`src/verilog/lmd_pkg.sv`:
```
// Constants and carrier types shared by the memory and device bus pin controller
package lmd_pkg;
   localparam int DATA_W = 64;
   localparam int ADDR_W = 32;
   localparam int CHAN_N = 4;
   localparam int DEV_N = 4;
   localparam int BANK_N = 4;
   localparam int LANE_N = 8;
   localparam int BYTE_N = 8;
   localparam int SD_ADDR_W = 11;
   localparam int CYC_W = 4;
   localparam int FIFO_DEPTH = 8;
   localparam int SYNC_STAGES = 3;

   // Positions on the multiplexed bus during a device address phase
   localparam int DIR_BIT = 41;
   localparam int BOOT_BIT = 40;
   localparam int CS_LSB = 36;
   localparam int ACK_LSB = 32;
   localparam int LOW_W = 32;

   // Positions on the SDRAM address lines and the check bit lanes
   localparam int WE_LSB = 3;
   localparam int WE_MSB = 10;
   localparam int BURST_W = 3;
   localparam int ROW_MSB_LANE = 5;
   localparam int BANK1_LANE = 4;
   localparam int ROW_W = 12;

   localparam logic DIR_READ = 1'b1;
   localparam logic DIR_WRITE = 1'b0;
   localparam logic [CYC_W-1:0] CYC_ONE = 4'h1;

   typedef enum logic {LMD_KIND_SDRAM, LMD_KIND_DEVICE} lmd_kind_type;

   typedef struct packed {
      lmd_kind_type kind;
      logic write;
      logic bypass;
      logic dma;
      logic dma_last;
      logic [1:0] dma_chan;
      logic boot;
      logic [1:0] unit;
      logic [ADDR_W-1:0] addr;
      logic [ROW_W-1:0] row;
      logic [SD_ADDR_W-1:0] col;
      logic [1:0] bank_bits;
      logic [DATA_W-1:0] data;
      logic [BYTE_N-1:0] byte_en;
      logic [CYC_W-1:0] cycles;
   } lmd_req_type;

   typedef struct packed {
      logic [DATA_W-1:0] data;
      logic [LANE_N-1:0] check;
   } lmd_rsp_type;
endpackage

```
`src/verilog/lmd_sync.sv`:
```
// Three-stage synchroniser that accepts a change once the last two stages agree
`timescale 1ns/1ps
module lmd_sync #(
   parameter int WIDTH = 1,
   parameter logic [WIDTH-1:0] RESET_VAL = '1
) (
   input wire logic clk_in,
   input wire logic rst_in,
   input wire logic [WIDTH-1:0] d_in,
   output logic [WIDTH-1:0] q_out
);
   logic [WIDTH-1:0] stage1;
   logic [WIDTH-1:0] stage2;
   logic [WIDTH-1:0] stage3;

   always_ff @(posedge clk_in) begin
      if (rst_in) begin
         stage1 <= RESET_VAL;
         stage2 <= RESET_VAL;
         stage3 <= RESET_VAL;
      end else begin
         stage1 <= d_in;
         stage2 <= stage1;
         stage3 <= stage2;
      end
   end

   // Per bit, a level is taken only when stages two and three agree
   always_ff @(posedge clk_in) begin
      if (rst_in) begin
         q_out <= RESET_VAL;
      end else begin
         q_out <= (stage2 & stage3) | (q_out & (stage2 ^ stage3));
      end
   end
endmodule // lmd_sync

```
`src/verilog/lmd_fifo.sv`:
```
// Request buffer with valid and ready on both sides
`timescale 1ns/1ps
module lmd_fifo #(
   parameter int WIDTH = 8,
   parameter int DEPTH = 8
) (
   input wire logic clk_in,
   input wire logic rst_in,
   input wire logic in_valid_in,
   output logic in_ready_out,
   input wire logic [WIDTH-1:0] in_data_in,
   output logic out_valid_out,
   input wire logic out_ready_in,
   output logic [WIDTH-1:0] out_data_out
);
   localparam int PTR_W = (DEPTH > 1) ? $clog2(DEPTH) : 1;
   localparam int CNT_W = $clog2(DEPTH + 1);
   localparam logic [CNT_W-1:0] FULL_CNT = CNT_W'(DEPTH);
   localparam logic [PTR_W-1:0] LAST_PTR = PTR_W'(DEPTH - 1);

   logic [WIDTH-1:0] mem [DEPTH];
   logic [PTR_W-1:0] wr_ptr;
   logic [PTR_W-1:0] rd_ptr;
   logic [CNT_W-1:0] count;
   logic [CNT_W-1:0] next_count;
   logic push;
   logic pop;

   assign push = in_valid_in && in_ready_out;
   assign pop = out_valid_out && out_ready_in;
   assign out_data_out = mem[rd_ptr];

   always_comb begin
      next_count = count;
      if (push && !pop) begin
         next_count = count + 1'b1;
      end else if (pop && !push) begin
         next_count = count - 1'b1;
      end
   end

   always_ff @(posedge clk_in) begin
      if (push) begin
         mem[wr_ptr] <= in_data_in;
      end
   end

   always_ff @(posedge clk_in) begin
      if (rst_in) begin
         wr_ptr <= '0;
         rd_ptr <= '0;
      end else begin
         if (push) begin
            wr_ptr <= (wr_ptr == LAST_PTR) ? '0 : wr_ptr + 1'b1;
         end
         if (pop) begin
            rd_ptr <= (rd_ptr == LAST_PTR) ? '0 : rd_ptr + 1'b1;
         end
      end
   end

   // Flags are registered so that a full buffer really refuses the next word
   always_ff @(posedge clk_in) begin
      if (rst_in) begin
         count <= '0;
         in_ready_out <= 1'b0;
         out_valid_out <= 1'b0;
      end else begin
         count <= next_count;
         in_ready_out <= (next_count != FULL_CNT);
         out_valid_out <= (next_count != '0);
      end
   end
endmodule // lmd_fifo

```
`src/verilog/lmd_bus_ctrl.sv`:
```
// Pin controller for the shared SDRAM and device address/data bus
`timescale 1ns/1ps
module lmd_bus_ctrl #(
   parameter int FIFO_DEPTH = lmd_pkg::FIFO_DEPTH
) (
   input wire logic CLK_IN,
   input wire logic RST_IN,
   input wire logic UMA_STRAP_IN,
   input wire logic TOTAL_REQ_MODE_IN,
   input wire logic REQ_VALID_IN,
   output logic REQ_READY_OUT,
   input wire lmd_pkg::lmd_req_type REQ_IN,
   output logic RSP_VALID_OUT,
   output lmd_pkg::lmd_rsp_type RSP_OUT,
   input wire logic [lmd_pkg::DATA_W-1:0] AD_IN,
   output logic [lmd_pkg::DATA_W-1:0] AD_OUT,
   output logic AD_OE_OUT,
   input wire logic [lmd_pkg::LANE_N-1:0] CHECK_LANES_IN,
   output logic [lmd_pkg::LANE_N-1:0] CHECK_LANES_OUT,
   output logic CHECK_LANES_OE_OUT,
   output logic ADDR_LATCH_N_OUT,
   output logic SELECT_QUALIFY_N_OUT,
   input wire logic READY_N_IN,
   output logic [lmd_pkg::SD_ADDR_W-1:0] SDRAM_ADDRESS_LINES_OUT,
   output logic SDRAM_BANK_BIT0_OUT,
   output logic ROW_STROBE_N_OUT,
   output logic COLUMN_STROBE_N_OUT,
   output logic [lmd_pkg::BANK_N-1:0] SDRAM_BANK_SELECTS_N_OUT,
   output logic [lmd_pkg::BYTE_N-1:0] SDRAM_BYTE_MASKS_N_OUT,
   output logic BYPASS_OUTPUT_ENABLE_N_OUT,
   input wire logic [lmd_pkg::CHAN_N-1:0] DMA_CHANNEL_REQUESTS_N_IN,
   output logic [lmd_pkg::CHAN_N-1:0] DMA_CHANNEL_REQUESTS_OUT,
   input wire logic MEMORY_BUS_REQUEST_N_IN,
   output logic MEMORY_BUS_GRANT_N_OUT,
   output logic INTERNAL_PENDING_REQUEST_N_OUT
);
   localparam int REQ_W = $bits(lmd_pkg::lmd_req_type);

   typedef enum logic [2:0] {
      ST_IDLE,
      ST_GRANT,
      ST_DEV_ADDR,
      ST_DEV_DATA,
      ST_SD_ROW,
      ST_SD_COL,
      ST_SD_DATA
   } lmd_state_type;

   lmd_state_type state;
   lmd_state_type next_state;
   lmd_pkg::lmd_req_type fifo_req;
   lmd_pkg::lmd_req_type cur;
   lmd_pkg::lmd_req_type sel;
   logic fifo_valid;
   logic fifo_pop;
   logic uma_enable;
   logic ready_n_sync;
   logic memory_bus_request_n_sync;
   logic [lmd_pkg::CHAN_N-1:0] dma_req_n_sync;
   logic [lmd_pkg::CYC_W-1:0] cycle_cnt;
   logic dev_done;

   lmd_fifo #(
      .WIDTH(REQ_W),
      .DEPTH(FIFO_DEPTH)
   ) u_fifo (
      .clk_in(CLK_IN),
      .rst_in(RST_IN),
      .in_valid_in(REQ_VALID_IN),
      .in_ready_out(REQ_READY_OUT),
      .in_data_in(REQ_IN),
      .out_valid_out(fifo_valid),
      .out_ready_in(fifo_pop),
      .out_data_out(fifo_req)
   );

   // Ready, request and DMA pins come from outside the clock domain
   lmd_sync #(
      .WIDTH(1),
      .RESET_VAL(1'b1)
   ) u_sync_ready (
      .clk_in(CLK_IN),
      .rst_in(RST_IN),
      .d_in(READY_N_IN),
      .q_out(ready_n_sync)
   );

   lmd_sync #(
      .WIDTH(1),
      .RESET_VAL(1'b1)
   ) u_sync_memory_bus_request (
      .clk_in(CLK_IN),
      .rst_in(RST_IN),
      .d_in(MEMORY_BUS_REQUEST_N_IN),
      .q_out(memory_bus_request_n_sync)
   );

   lmd_sync #(
      .WIDTH(lmd_pkg::CHAN_N),
      .RESET_VAL({lmd_pkg::CHAN_N{1'b1}})
   ) u_sync_dma (
      .clk_in(CLK_IN),
      .rst_in(RST_IN),
      .d_in(DMA_CHANNEL_REQUESTS_N_IN),
      .q_out(dma_req_n_sync)
   );

   // Strap is caught while the synchronous reset is held
   always_ff @(posedge CLK_IN) begin
      if (RST_IN) begin
         uma_enable <= UMA_STRAP_IN;
      end
   end

   // Completion needs the programmed count spent and ready seen low
   assign dev_done = (cycle_cnt <= lmd_pkg::CYC_ONE) && !ready_n_sync;
   assign fifo_pop = (state == ST_IDLE) && (next_state != ST_IDLE) && (next_state != ST_GRANT);
   assign sel = (state == ST_IDLE) ? fifo_req : cur;

   always_comb begin
      next_state = state;
      unique case (state)
         ST_IDLE: begin
            // A waiting external master goes first so it cannot be starved
            if (uma_enable && !memory_bus_request_n_sync) begin
               next_state = ST_GRANT;
            end else if (fifo_valid) begin
               if (fifo_req.kind == lmd_pkg::LMD_KIND_DEVICE) begin
                  next_state = ST_DEV_ADDR;
               end else begin
                  next_state = ST_SD_ROW;
               end
            end
         end
         ST_GRANT: begin
            if (memory_bus_request_n_sync) begin
               next_state = ST_IDLE;
            end
         end
         ST_DEV_ADDR: begin
            next_state = ST_DEV_DATA;
         end
         ST_DEV_DATA: begin
            if (dev_done) begin
               next_state = ST_IDLE;
            end
         end
         ST_SD_ROW: begin
            next_state = ST_SD_COL;
         end
         ST_SD_COL: begin
            next_state = ST_SD_DATA;
         end
         ST_SD_DATA: begin
            next_state = ST_IDLE;
         end
      endcase
   end

   always_ff @(posedge CLK_IN) begin
      if (RST_IN) begin
         state <= ST_IDLE;
      end else begin
         state <= next_state;
      end
   end

   always_ff @(posedge CLK_IN) begin
      if (RST_IN) begin
         cur <= '0;
      end else if (fifo_pop) begin
         cur <= fifo_req;
      end
   end

   // Strobe length counter; zero is treated as one cycle
   always_ff @(posedge CLK_IN) begin
      if (RST_IN) begin
         cycle_cnt <= '0;
      end else if (state == ST_DEV_ADDR) begin
         cycle_cnt <= cur.cycles;
      end else if (state == ST_DEV_DATA && cycle_cnt > lmd_pkg::CYC_ONE) begin
         cycle_cnt <= cycle_cnt - 1'b1;
      end
   end

   // Pin drive, registered from the state about to be entered
   always_ff @(posedge CLK_IN) begin
      if (RST_IN) begin
         AD_OUT <= '0;
         AD_OE_OUT <= 1'b0;
         CHECK_LANES_OUT <= '0;
         CHECK_LANES_OE_OUT <= 1'b0;
         ADDR_LATCH_N_OUT <= 1'b1;
         SELECT_QUALIFY_N_OUT <= 1'b1;
         SDRAM_ADDRESS_LINES_OUT <= '0;
         SDRAM_BANK_BIT0_OUT <= 1'b0;
         ROW_STROBE_N_OUT <= 1'b1;
         COLUMN_STROBE_N_OUT <= 1'b1;
         SDRAM_BANK_SELECTS_N_OUT <= '1;
         SDRAM_BYTE_MASKS_N_OUT <= '1;
         BYPASS_OUTPUT_ENABLE_N_OUT <= 1'b1;
      end else begin
         AD_OUT <= '0;
         AD_OE_OUT <= 1'b0;
         CHECK_LANES_OUT <= '0;
         CHECK_LANES_OE_OUT <= 1'b0;
         ADDR_LATCH_N_OUT <= 1'b1;
         SELECT_QUALIFY_N_OUT <= 1'b1;
         SDRAM_ADDRESS_LINES_OUT <= '0;
         SDRAM_BANK_BIT0_OUT <= 1'b0;
         ROW_STROBE_N_OUT <= 1'b1;
         COLUMN_STROBE_N_OUT <= 1'b1;
         SDRAM_BANK_SELECTS_N_OUT <= '1;
         SDRAM_BYTE_MASKS_N_OUT <= '1;
         BYPASS_OUTPUT_ENABLE_N_OUT <= 1'b1;
         unique case (next_state)
            ST_IDLE, ST_GRANT: begin
            end
            ST_DEV_ADDR: begin
               AD_OE_OUT <= 1'b1;
               AD_OUT[lmd_pkg::LOW_W-1:0] <= sel.addr;
               AD_OUT[lmd_pkg::DIR_BIT] <= sel.write ? lmd_pkg::DIR_WRITE
                                                     : lmd_pkg::DIR_READ;
               AD_OUT[lmd_pkg::BOOT_BIT] <= !sel.boot;
               AD_OUT[lmd_pkg::CS_LSB +: lmd_pkg::DEV_N] <=
                  sel.boot ? '1 : ~(lmd_pkg::DEV_N'(1) << sel.unit);
               AD_OUT[lmd_pkg::ACK_LSB +: lmd_pkg::CHAN_N] <=
                  sel.dma ? ~(lmd_pkg::CHAN_N'(1) << sel.dma_chan) : '1;
               ADDR_LATCH_N_OUT <= 1'b0;
            end
            ST_DEV_DATA: begin
               // Held active through any ready extension as well
               SELECT_QUALIFY_N_OUT <= 1'b0;
               SDRAM_ADDRESS_LINES_OUT[lmd_pkg::BURST_W-1:0] <= sel.addr[lmd_pkg::BURST_W-1:0];
               if (sel.write) begin
                  AD_OE_OUT <= 1'b1;
                  AD_OUT <= sel.data;
                  SDRAM_ADDRESS_LINES_OUT[lmd_pkg::WE_MSB:lmd_pkg::WE_LSB] <= ~sel.byte_en;
               end
               if (sel.dma && sel.dma_last) begin
                  CHECK_LANES_OE_OUT <= 1'b1;
                  CHECK_LANES_OUT <= '1;
                  CHECK_LANES_OUT[lmd_pkg::CHAN_N-1:0] <=
                     ~(lmd_pkg::CHAN_N'(1) << sel.dma_chan);
               end
            end
            ST_SD_ROW: begin
               SDRAM_BANK_SELECTS_N_OUT <= ~(lmd_pkg::BANK_N'(1) << sel.unit);
               ROW_STROBE_N_OUT <= 1'b0;
               SDRAM_ADDRESS_LINES_OUT <= sel.row[lmd_pkg::SD_ADDR_W-1:0];
               SDRAM_BANK_BIT0_OUT <= sel.bank_bits[0];
               CHECK_LANES_OE_OUT <= 1'b1;
               CHECK_LANES_OUT[lmd_pkg::ROW_MSB_LANE] <= sel.row[lmd_pkg::ROW_W-1];
               CHECK_LANES_OUT[lmd_pkg::BANK1_LANE] <= sel.bank_bits[1];
            end
            ST_SD_COL: begin
               SDRAM_BANK_SELECTS_N_OUT <= ~(lmd_pkg::BANK_N'(1) << sel.unit);
               COLUMN_STROBE_N_OUT <= 1'b0;
               SDRAM_ADDRESS_LINES_OUT <= sel.col;
               SDRAM_BANK_BIT0_OUT <= sel.bank_bits[0];
               CHECK_LANES_OE_OUT <= 1'b1;
               CHECK_LANES_OUT[lmd_pkg::BANK1_LANE] <= sel.bank_bits[1];
            end
            ST_SD_DATA: begin
               SDRAM_BANK_SELECTS_N_OUT <= ~(lmd_pkg::BANK_N'(1) << sel.unit);
               if (sel.write) begin
                  AD_OE_OUT <= 1'b1;
                  AD_OUT <= sel.data;
                  CHECK_LANES_OE_OUT <= 1'b1;
                  CHECK_LANES_OUT <= check_bits(sel.data);
                  SDRAM_BYTE_MASKS_N_OUT <= ~sel.byte_en;
               end else begin
                  SDRAM_BYTE_MASKS_N_OUT <= '0;
                  BYPASS_OUTPUT_ENABLE_N_OUT <= !sel.bypass;
               end
            end
         endcase
      end
   end

   // One check bit per byte lane keeps the generator a single gate level
   function automatic logic [lmd_pkg::LANE_N-1:0] check_bits(
      input logic [lmd_pkg::DATA_W-1:0] d
   );
      logic [lmd_pkg::LANE_N-1:0] c;
      c = '0;
      for (int i = 0; i < lmd_pkg::LANE_N; i++) begin
         c[i] = ^d[i*lmd_pkg::BYTE_N +: lmd_pkg::BYTE_N];
      end
      return c;
   endfunction

   // Answer for every finished access; read data from the pins, check bits from the pins on SDRAM reads only
   always_ff @(posedge CLK_IN) begin
      if (RST_IN) begin
         RSP_VALID_OUT <= 1'b0;
         RSP_OUT <= '0;
      end else begin
         RSP_VALID_OUT <= 1'b0;
         if (state == ST_DEV_DATA && dev_done) begin
            RSP_VALID_OUT <= 1'b1;
            RSP_OUT.data <= cur.write ? '0 : AD_IN;
            RSP_OUT.check <= '0;
         end else if (state == ST_SD_DATA) begin
            RSP_VALID_OUT <= 1'b1;
            RSP_OUT.data <= cur.write ? '0 : AD_IN;
            RSP_OUT.check <= cur.write ? '0 : CHECK_LANES_IN;
         end
      end
   end

   // Bus ownership signalling for unified memory operation, and DMA request forwarding
   always_ff @(posedge CLK_IN) begin
      if (RST_IN) begin
         MEMORY_BUS_GRANT_N_OUT <= 1'b1;
         INTERNAL_PENDING_REQUEST_N_OUT <= 1'b1;
         DMA_CHANNEL_REQUESTS_OUT <= '0;
      end else begin
         MEMORY_BUS_GRANT_N_OUT <= (next_state != ST_GRANT);
         INTERNAL_PENDING_REQUEST_N_OUT <= !(uma_enable && TOTAL_REQ_MODE_IN &&
            (fifo_valid || (state != ST_IDLE && state != ST_GRANT)));
         DMA_CHANNEL_REQUESTS_OUT <= ~dma_req_n_sync;
      end
   end
endmodule // lmd_bus_ctrl

```
`config.mk`:
```
export PLATFORM = sky130hd
export DESIGN_NAME = lmd_bus_ctrl
export DESIGN_NICKNAME = d
export VERILOG_FILES = /design/src/verilog/lmd_pkg.sv /design/src/verilog/lmd_sync.sv /design/src/verilog/lmd_fifo.sv /design/src/verilog/lmd_bus_ctrl.sv
export SDC_FILE = /design/constraint.sdc
export NUM_CORES = 2
export LEC_CHECK = 0
export BUFFER_PORTS_ARGS = -buffer_cell sky130_fd_sc_hd__buf_2
export CORE_MARGIN = 5
export CORE_UTILIZATION = 50
export DETAILED_ROUTE_END_ITERATION = 8
export GPL_ROUTABILITY_DRIVEN = 0
export PLACE_DENSITY_LB_ADDON = 0.12
export SETUP_SLACK_MARGIN = 0.5
export SYNTH_ARGS = -nofsm -noshare
export SYNTH_HDL_FRONTEND = slang
export SYNTH_SLANG_ARGS = --single-unit
```
`constraint.sdc`:
```
create_clock -name CLK_IN -period 33.1 [get_ports CLK_IN]
set_input_delay 1.655 -clock CLK_IN [delete_from_list [all_inputs] [get_ports CLK_IN]]
set_output_delay 1.655 -clock CLK_IN [all_outputs]
set_load 0.01 [all_outputs]
```
# == Word level (Yosys, flattened, before mapping) ==
# Memories as Yosys holds them, arrays and structs flattened. A register that Yosys moved wholly into a read port is not among the register bits.
# Cells that the tools add are included.
# op_classes
n_mux,44
bitwise,23
add_sub_neg,5
magnitude_cmp,2
reduce_logical,45
n_shift,2
n_eq_ne,16
# op_table
cell,count
$mux W72,2
$mux W142,1
$pmux W42 S2,1
$mux W64,1
$reduce_xor A8 Y1,8
$mux W42,1
$pmux W11 S3,1
$mux W8,4
$mux W3,9
$eq A3 B3 Y1 const B,8
$mux W4,6
$pmux W3 S7,1
$not A4 Y4,5
$logic_and A1 B1 Y1,14
$eq A3 B2 Y1 const B,4
$reduce_or A2 Y1,6
$mux W1,11
$pmux W1 S3,3
$reduce_or A3 Y1,3
$and A4 B4 Y4,2
$not A8 Y8,1
$pmux W4 S2,1
$shl A1 B2 Y4 const A,2
$sub A4 B1 Y4 const B,2
21 further kinds,40
# word_totals
regBits,368
mem_bits_rw,1144
input_bits,226
elab_cells,192
mem_count,1
# memory_table
memory,words,word_bits,rd,rd_ports_with_merged_regs,write_ports,line_no,rtl
u_fifo.mem,8,143,1,1,1,lmd_fifo.sv:21,logic [WIDTH-1:0] mem [DEPTH];

# == Depth between registers and ports, before layout ==
# logic_depth
depth_word,12
ltp_mapped,14
ltp_nobuf,10

# == Cells and area by module ==
# Synthesis repeated with hierarchy kept, for this count alone.
# hier_totals
hier_cells,3400
area_unflattened_um2,58028.2
# modules_own_cells
module,seq_area_each_um2,area_per_inst_um2,cells_each,instances
lmd_fifo,34653.2,43919.6,1737,1
lmd_bus_ctrl,6656.4,13374.1,1608,1
lmd_sync (u_sync_dma),320.3,494.2,37,1
lmd_sync (u_sync_memory_bus_request ...),80.1,120.1,9,2

# == Least setup slack after synthesis ==
# Ideal clock, no wire load.
# synth_timing
path_type,input to register
start,input REQ_VALID_IN
end,"memory u_fifo.mem[0][0] in the netlist's numbering, enable pin"
n_path_buf,1
t_arrival_ps,15369
path_stages,3
path_slack_ps,16736
setup_time_ps,995
cell_sequence,nand2_1 -> clkbuf_1 -> nor4_1
# synth_between
elab_chain_len,3
# synth_rtl
element,line_no,rtl
from (decl),lmd_bus_ctrl.sv:10,"input wire logic REQ_VALID_IN,"
$logic_and A1 B1 Y1,lmd_fifo.sv:29,assign push = in_valid_in && in_ready_out;
$mux W1,lmd_fifo.sv:43,if (push) begin
$mux W1 (implied by the code),lmd_fifo.sv:44,mem[wr_ptr] <= in_data_in;
to (decl),lmd_fifo.sv:21,
# No other way between the ends.

==> flow_metrics.env <==
export IMPL_status="complete, no violations"
export IMPL_ctsHoldBuffers=0
export IMPL_fillers=8738
export IMPL_post_cts_resized=0
export IMPL_grt_pass1_vias=31600
export IMPL_hpwl_mm=89.5
export IMPL_setup_viol_count_final=0
export IMPL_worst_hold_slack_ns=0.412
export IMPL_synthCells=3323
export IMPL_hp_start="u_sync_dma.q_out[3]$_SDFF_PP1_"
export IMPL_tightest_slew_ns=1.39
export IMPL_synth_edf_count=1145
export IMPL_rsz0062_at_grt="false"
export IMPL_r2r_slack_ns=27.46
export IMPL_ys_ff_latch=1515
export IMPL_critPathLaunchType="flip-flop"
export IMPL_timing_critical_path_arrival_ns=6.28
export IMPL_clock_root_buffer="clkbuf_16"
export IMPL_synth_main_ff_cell="edfxtp_1"
export IMPL_layout_commonest_cell="edfxtp_1"
export IMPL_syn_nets=3563
export IMPL_synth_simple_area_share_pct=4.41
export IMPL_clock_skew_ns=0.0237
export IMPL_vdd_drop_max_mv=0.0591
export IMPL_powerDensity_nw_per_um2=84.3
export IMPL_first_pass_iters=5
export IMPL_synthArstFlopShare_pct=0
export IMPL_antenna_left=0
export IMPL_synth_top_family_by_area="multiplexers"
export IMPL_regArea_um2=41800
export IMPL_cts_setup_buffers=0
export IMPL_wl_per_cell_um=27.1
export IMPL_period_minus_slack_ns=5.64
export IMPL_overflow=0
export IMPL_initialDrtViolationCount=3049
export IMPL_worstPathRequired_ns=33.74
export IMPL_numCtsBuffers=154
export IMPL_p_leak_nw=22.8
export IMPL_maxSlewHeadroom_pct=7.11
export IMPL_rr_endpoint="cur[133]$_SDFFE_PP0N_"
export IMPL_drc_errors=0
export IMPL_setup_tns_ns=0
export IMPL_clock_sinks=1515
export IMPL_wl_mm=146
export IMPL_grt_antenna_before_repair=50
export IMPL_finalCritPeriodShare_pct=17.0
export IMPL_port_buffers=408
export IMPL_clkLatencyLatePin_ns=0.74
export IMPL_detail_route_vias_per_cell=5.82
export IMPL_multiInputGateArea_um2=14300
export IMPL_drv_slew=0
export IMPL_cp_max_fo=110
export IMPL_synth_warnings=0
export IMPL_setup_worst_path_end_class="flip-flop"
export IMPL_postLayoutCoreUtil_pct=57.5
export IMPL_die_x_um=348
export IMPL_syn_area_per_cell_um2=17.2
export IMPL_synth_xor_area_share_pct=0.991
export IMPL_grt_pass1_wl_mm=213
export IMPL_cts_max_level=4
export IMPL_hold_violations=0
export IMPL_cts_tree="yes"
export IMPL_synth_compound_area_share_pct=5.86
export IMPL_via_count=31400
export IMPL_yosysSeqAreaShare_pct=73.1
export IMPL_grt_use_total_pct=23.8
export IMPL_hold_class="flip-flop to flip-flop"
export IMPL_clk_pin_slew_ns=0.06
export IMPL_synth_cell_types=71
export IMPL_cts_max_path_buffers=3
export IMPL_holdPathEnd="DMA_CHANNEL_REQUESTS_OUT[3]$_SDFF_PP0_"
export IMPL_fp_dieArea_um2=121000
export IMPL_final_cell_mix="1,145 x edfxtp_1, 407 x buf_2, 367 x dfxtp_1"
export IMPL_nets=3974
export IMPL_core_area_um2=114000
export IMPL_syn2layout_area_growth_pct=14.7
export IMPL_floorplan_rows=124
export IMPL_fmax_mhz=177
export IMPL_rr_worst_depth=8
export IMPL_grt_start_max_net_pins=143
export IMPL_dieHeight_um=348
export IMPL_yosys_area_share_adder_pct=0.306
export IMPL_cap_violations=0
export IMPL_ios=409
export IMPL_syn_area_um2=57200
export IMPL_initial_utilization_pct=50.2
export IMPL_drive_gt1_share_pct=25.0
export IMPL_hold_path_depth=1
export IMPL_muxShareOfSynthArea_pct=13.3
export IMPL_critPathKind="flip-flop to flip-flop"
## layout make-up
cell class | instances | area share [%]
Clock buffer | 221 | 6.73
Timing Repair Buffer | 464 | 3.80
Inverter | 17 | 0.105
Sequential cell | 1515 | 63.7
Antenna cell | 14 | 0.0534
Multi-Input combinational cell | 1582 | 21.8
Tap cell | 1512 | 2.88
Clock inverter | 63 | 0.855
## worst max-delay path by stage
stage               cells past startpoint  slack [ns]                          to
detailed placement                      8       27.43       cur[133]$_SDFFE_PP0N_
CTS                                     8       27.40       cur[133]$_SDFFE_PP0N_
global route                            8       27.01        cur[24]$_SDFFE_PP0N_
finish                                  8       27.46       cur[133]$_SDFFE_PP0N_
floorplan                               3       16.74  u_fifo.mem[0][0]$_DFFE_PP_
global placement                        8       27.64                   flip-flop
## report_power, final
| group | total (mW) | internal (mW) | switching [mW] |
|---|---|---|---|
| Sequential | 2.27 | 2.18 | 0.0894 |
| Combinational | 1.57 | 0.598 | 0.970 |
| Clock | 1.69 | 0.991 | 0.700 |
| Total | 5.53 | 3.77 | 1.76 |
## sequential cells by signal, summed over array words and instances, names as in the netlist, 8 cells and up, named ones only
register and count:
SDRAM_BYTE_MASKS_N_OUT 8, AD_OUT 64, CHECK_LANES_OUT 8, cur 142
u_fifo.mem 1144, RSP_OUT 72, SDRAM_ADDRESS_LINES_OUT 11
## cell families after synthesis
logic type      after synthesis
xor+xnor                     60
buf+inv                     226
simple gates                583
compound gates              470
mux                         455
fa+ha+maj                    14
flops                      1515
## cells in the mapped netlist, types with 8 or more instances
master / instances / area, um2
a221oi_1: 41 / 359
o311ai_0: 8 / 70.1
and2_1: 49 / 307
xnor2_1: 51 / 447
o22ai_1: 45 / 282
nor3_1: 13 / 65.1
dfxtp_1: 370 / 7410
clkbuf_1: 90 / 338
edfxtp_1: 1145 / 34400
buf_2: 63 / 315
nand2_1: 157 / 589
buf_6: 20 / 225
a22oi_1: 9 / 67.6
mux4_1: 12 / 315
buf_4: 18 / 135
ha_1: 14 / 175
mux4_2: 227 / 5110
a31oi_1: 12 / 75.1
nor2_1: 288 / 1080
nor3b_1: 8 / 60.1
a211oi_1: 94 / 706
mux2i_1: 212 / 2120
a22o_1: 64 / 561
buf_1: 12 / 45.0
nand3_1: 16 / 80.1
a311oi_1: 17 / 149
inv_1: 15 / 56.3
nor2b_1: 10 / 62.6
o21ai_0: 20 / 100
or2_2: 18 / 113
a21oi_1: 121 / 606
## worst max-delay path, stage by stage (launching register included)
cell	delay, ns
dfxtp_4	0.91
mux2i_1	0.19
mux4_2	0.58
a2111oi_4	0.52
o31a_2	0.87
buf_4	0.93
buf_4	1.01
nor2_1	0.11
a211oi_1	0.28
## through the flow
step / instances / total power, mW / worst slack (ns) / area [um2]
finish: 5388 / 5.53 / 27.46 / 65600
global route: 5377 / 5.78 / 27.01 / 65600
CTS: 5374 / 5.57 / 27.40 / 65500
detailed placement: 5090 / 3.88 / 27.43 / 60600
global placement: 5090 / 3.85 / 27.64 / 60600
floorplan: 3323 / 3.43 / 16.74 / 57200
## layer usage
layer	share of wire [%]	GRT usage (%)	wire, um
met4	2.0	5.70	2950
met5	0.066	0	97
met1	43	34.1	62700
met3	8.4	5.84	12200
met2	47	37.3	68000
No activity file was read; power rests on OpenSTA's default activity.
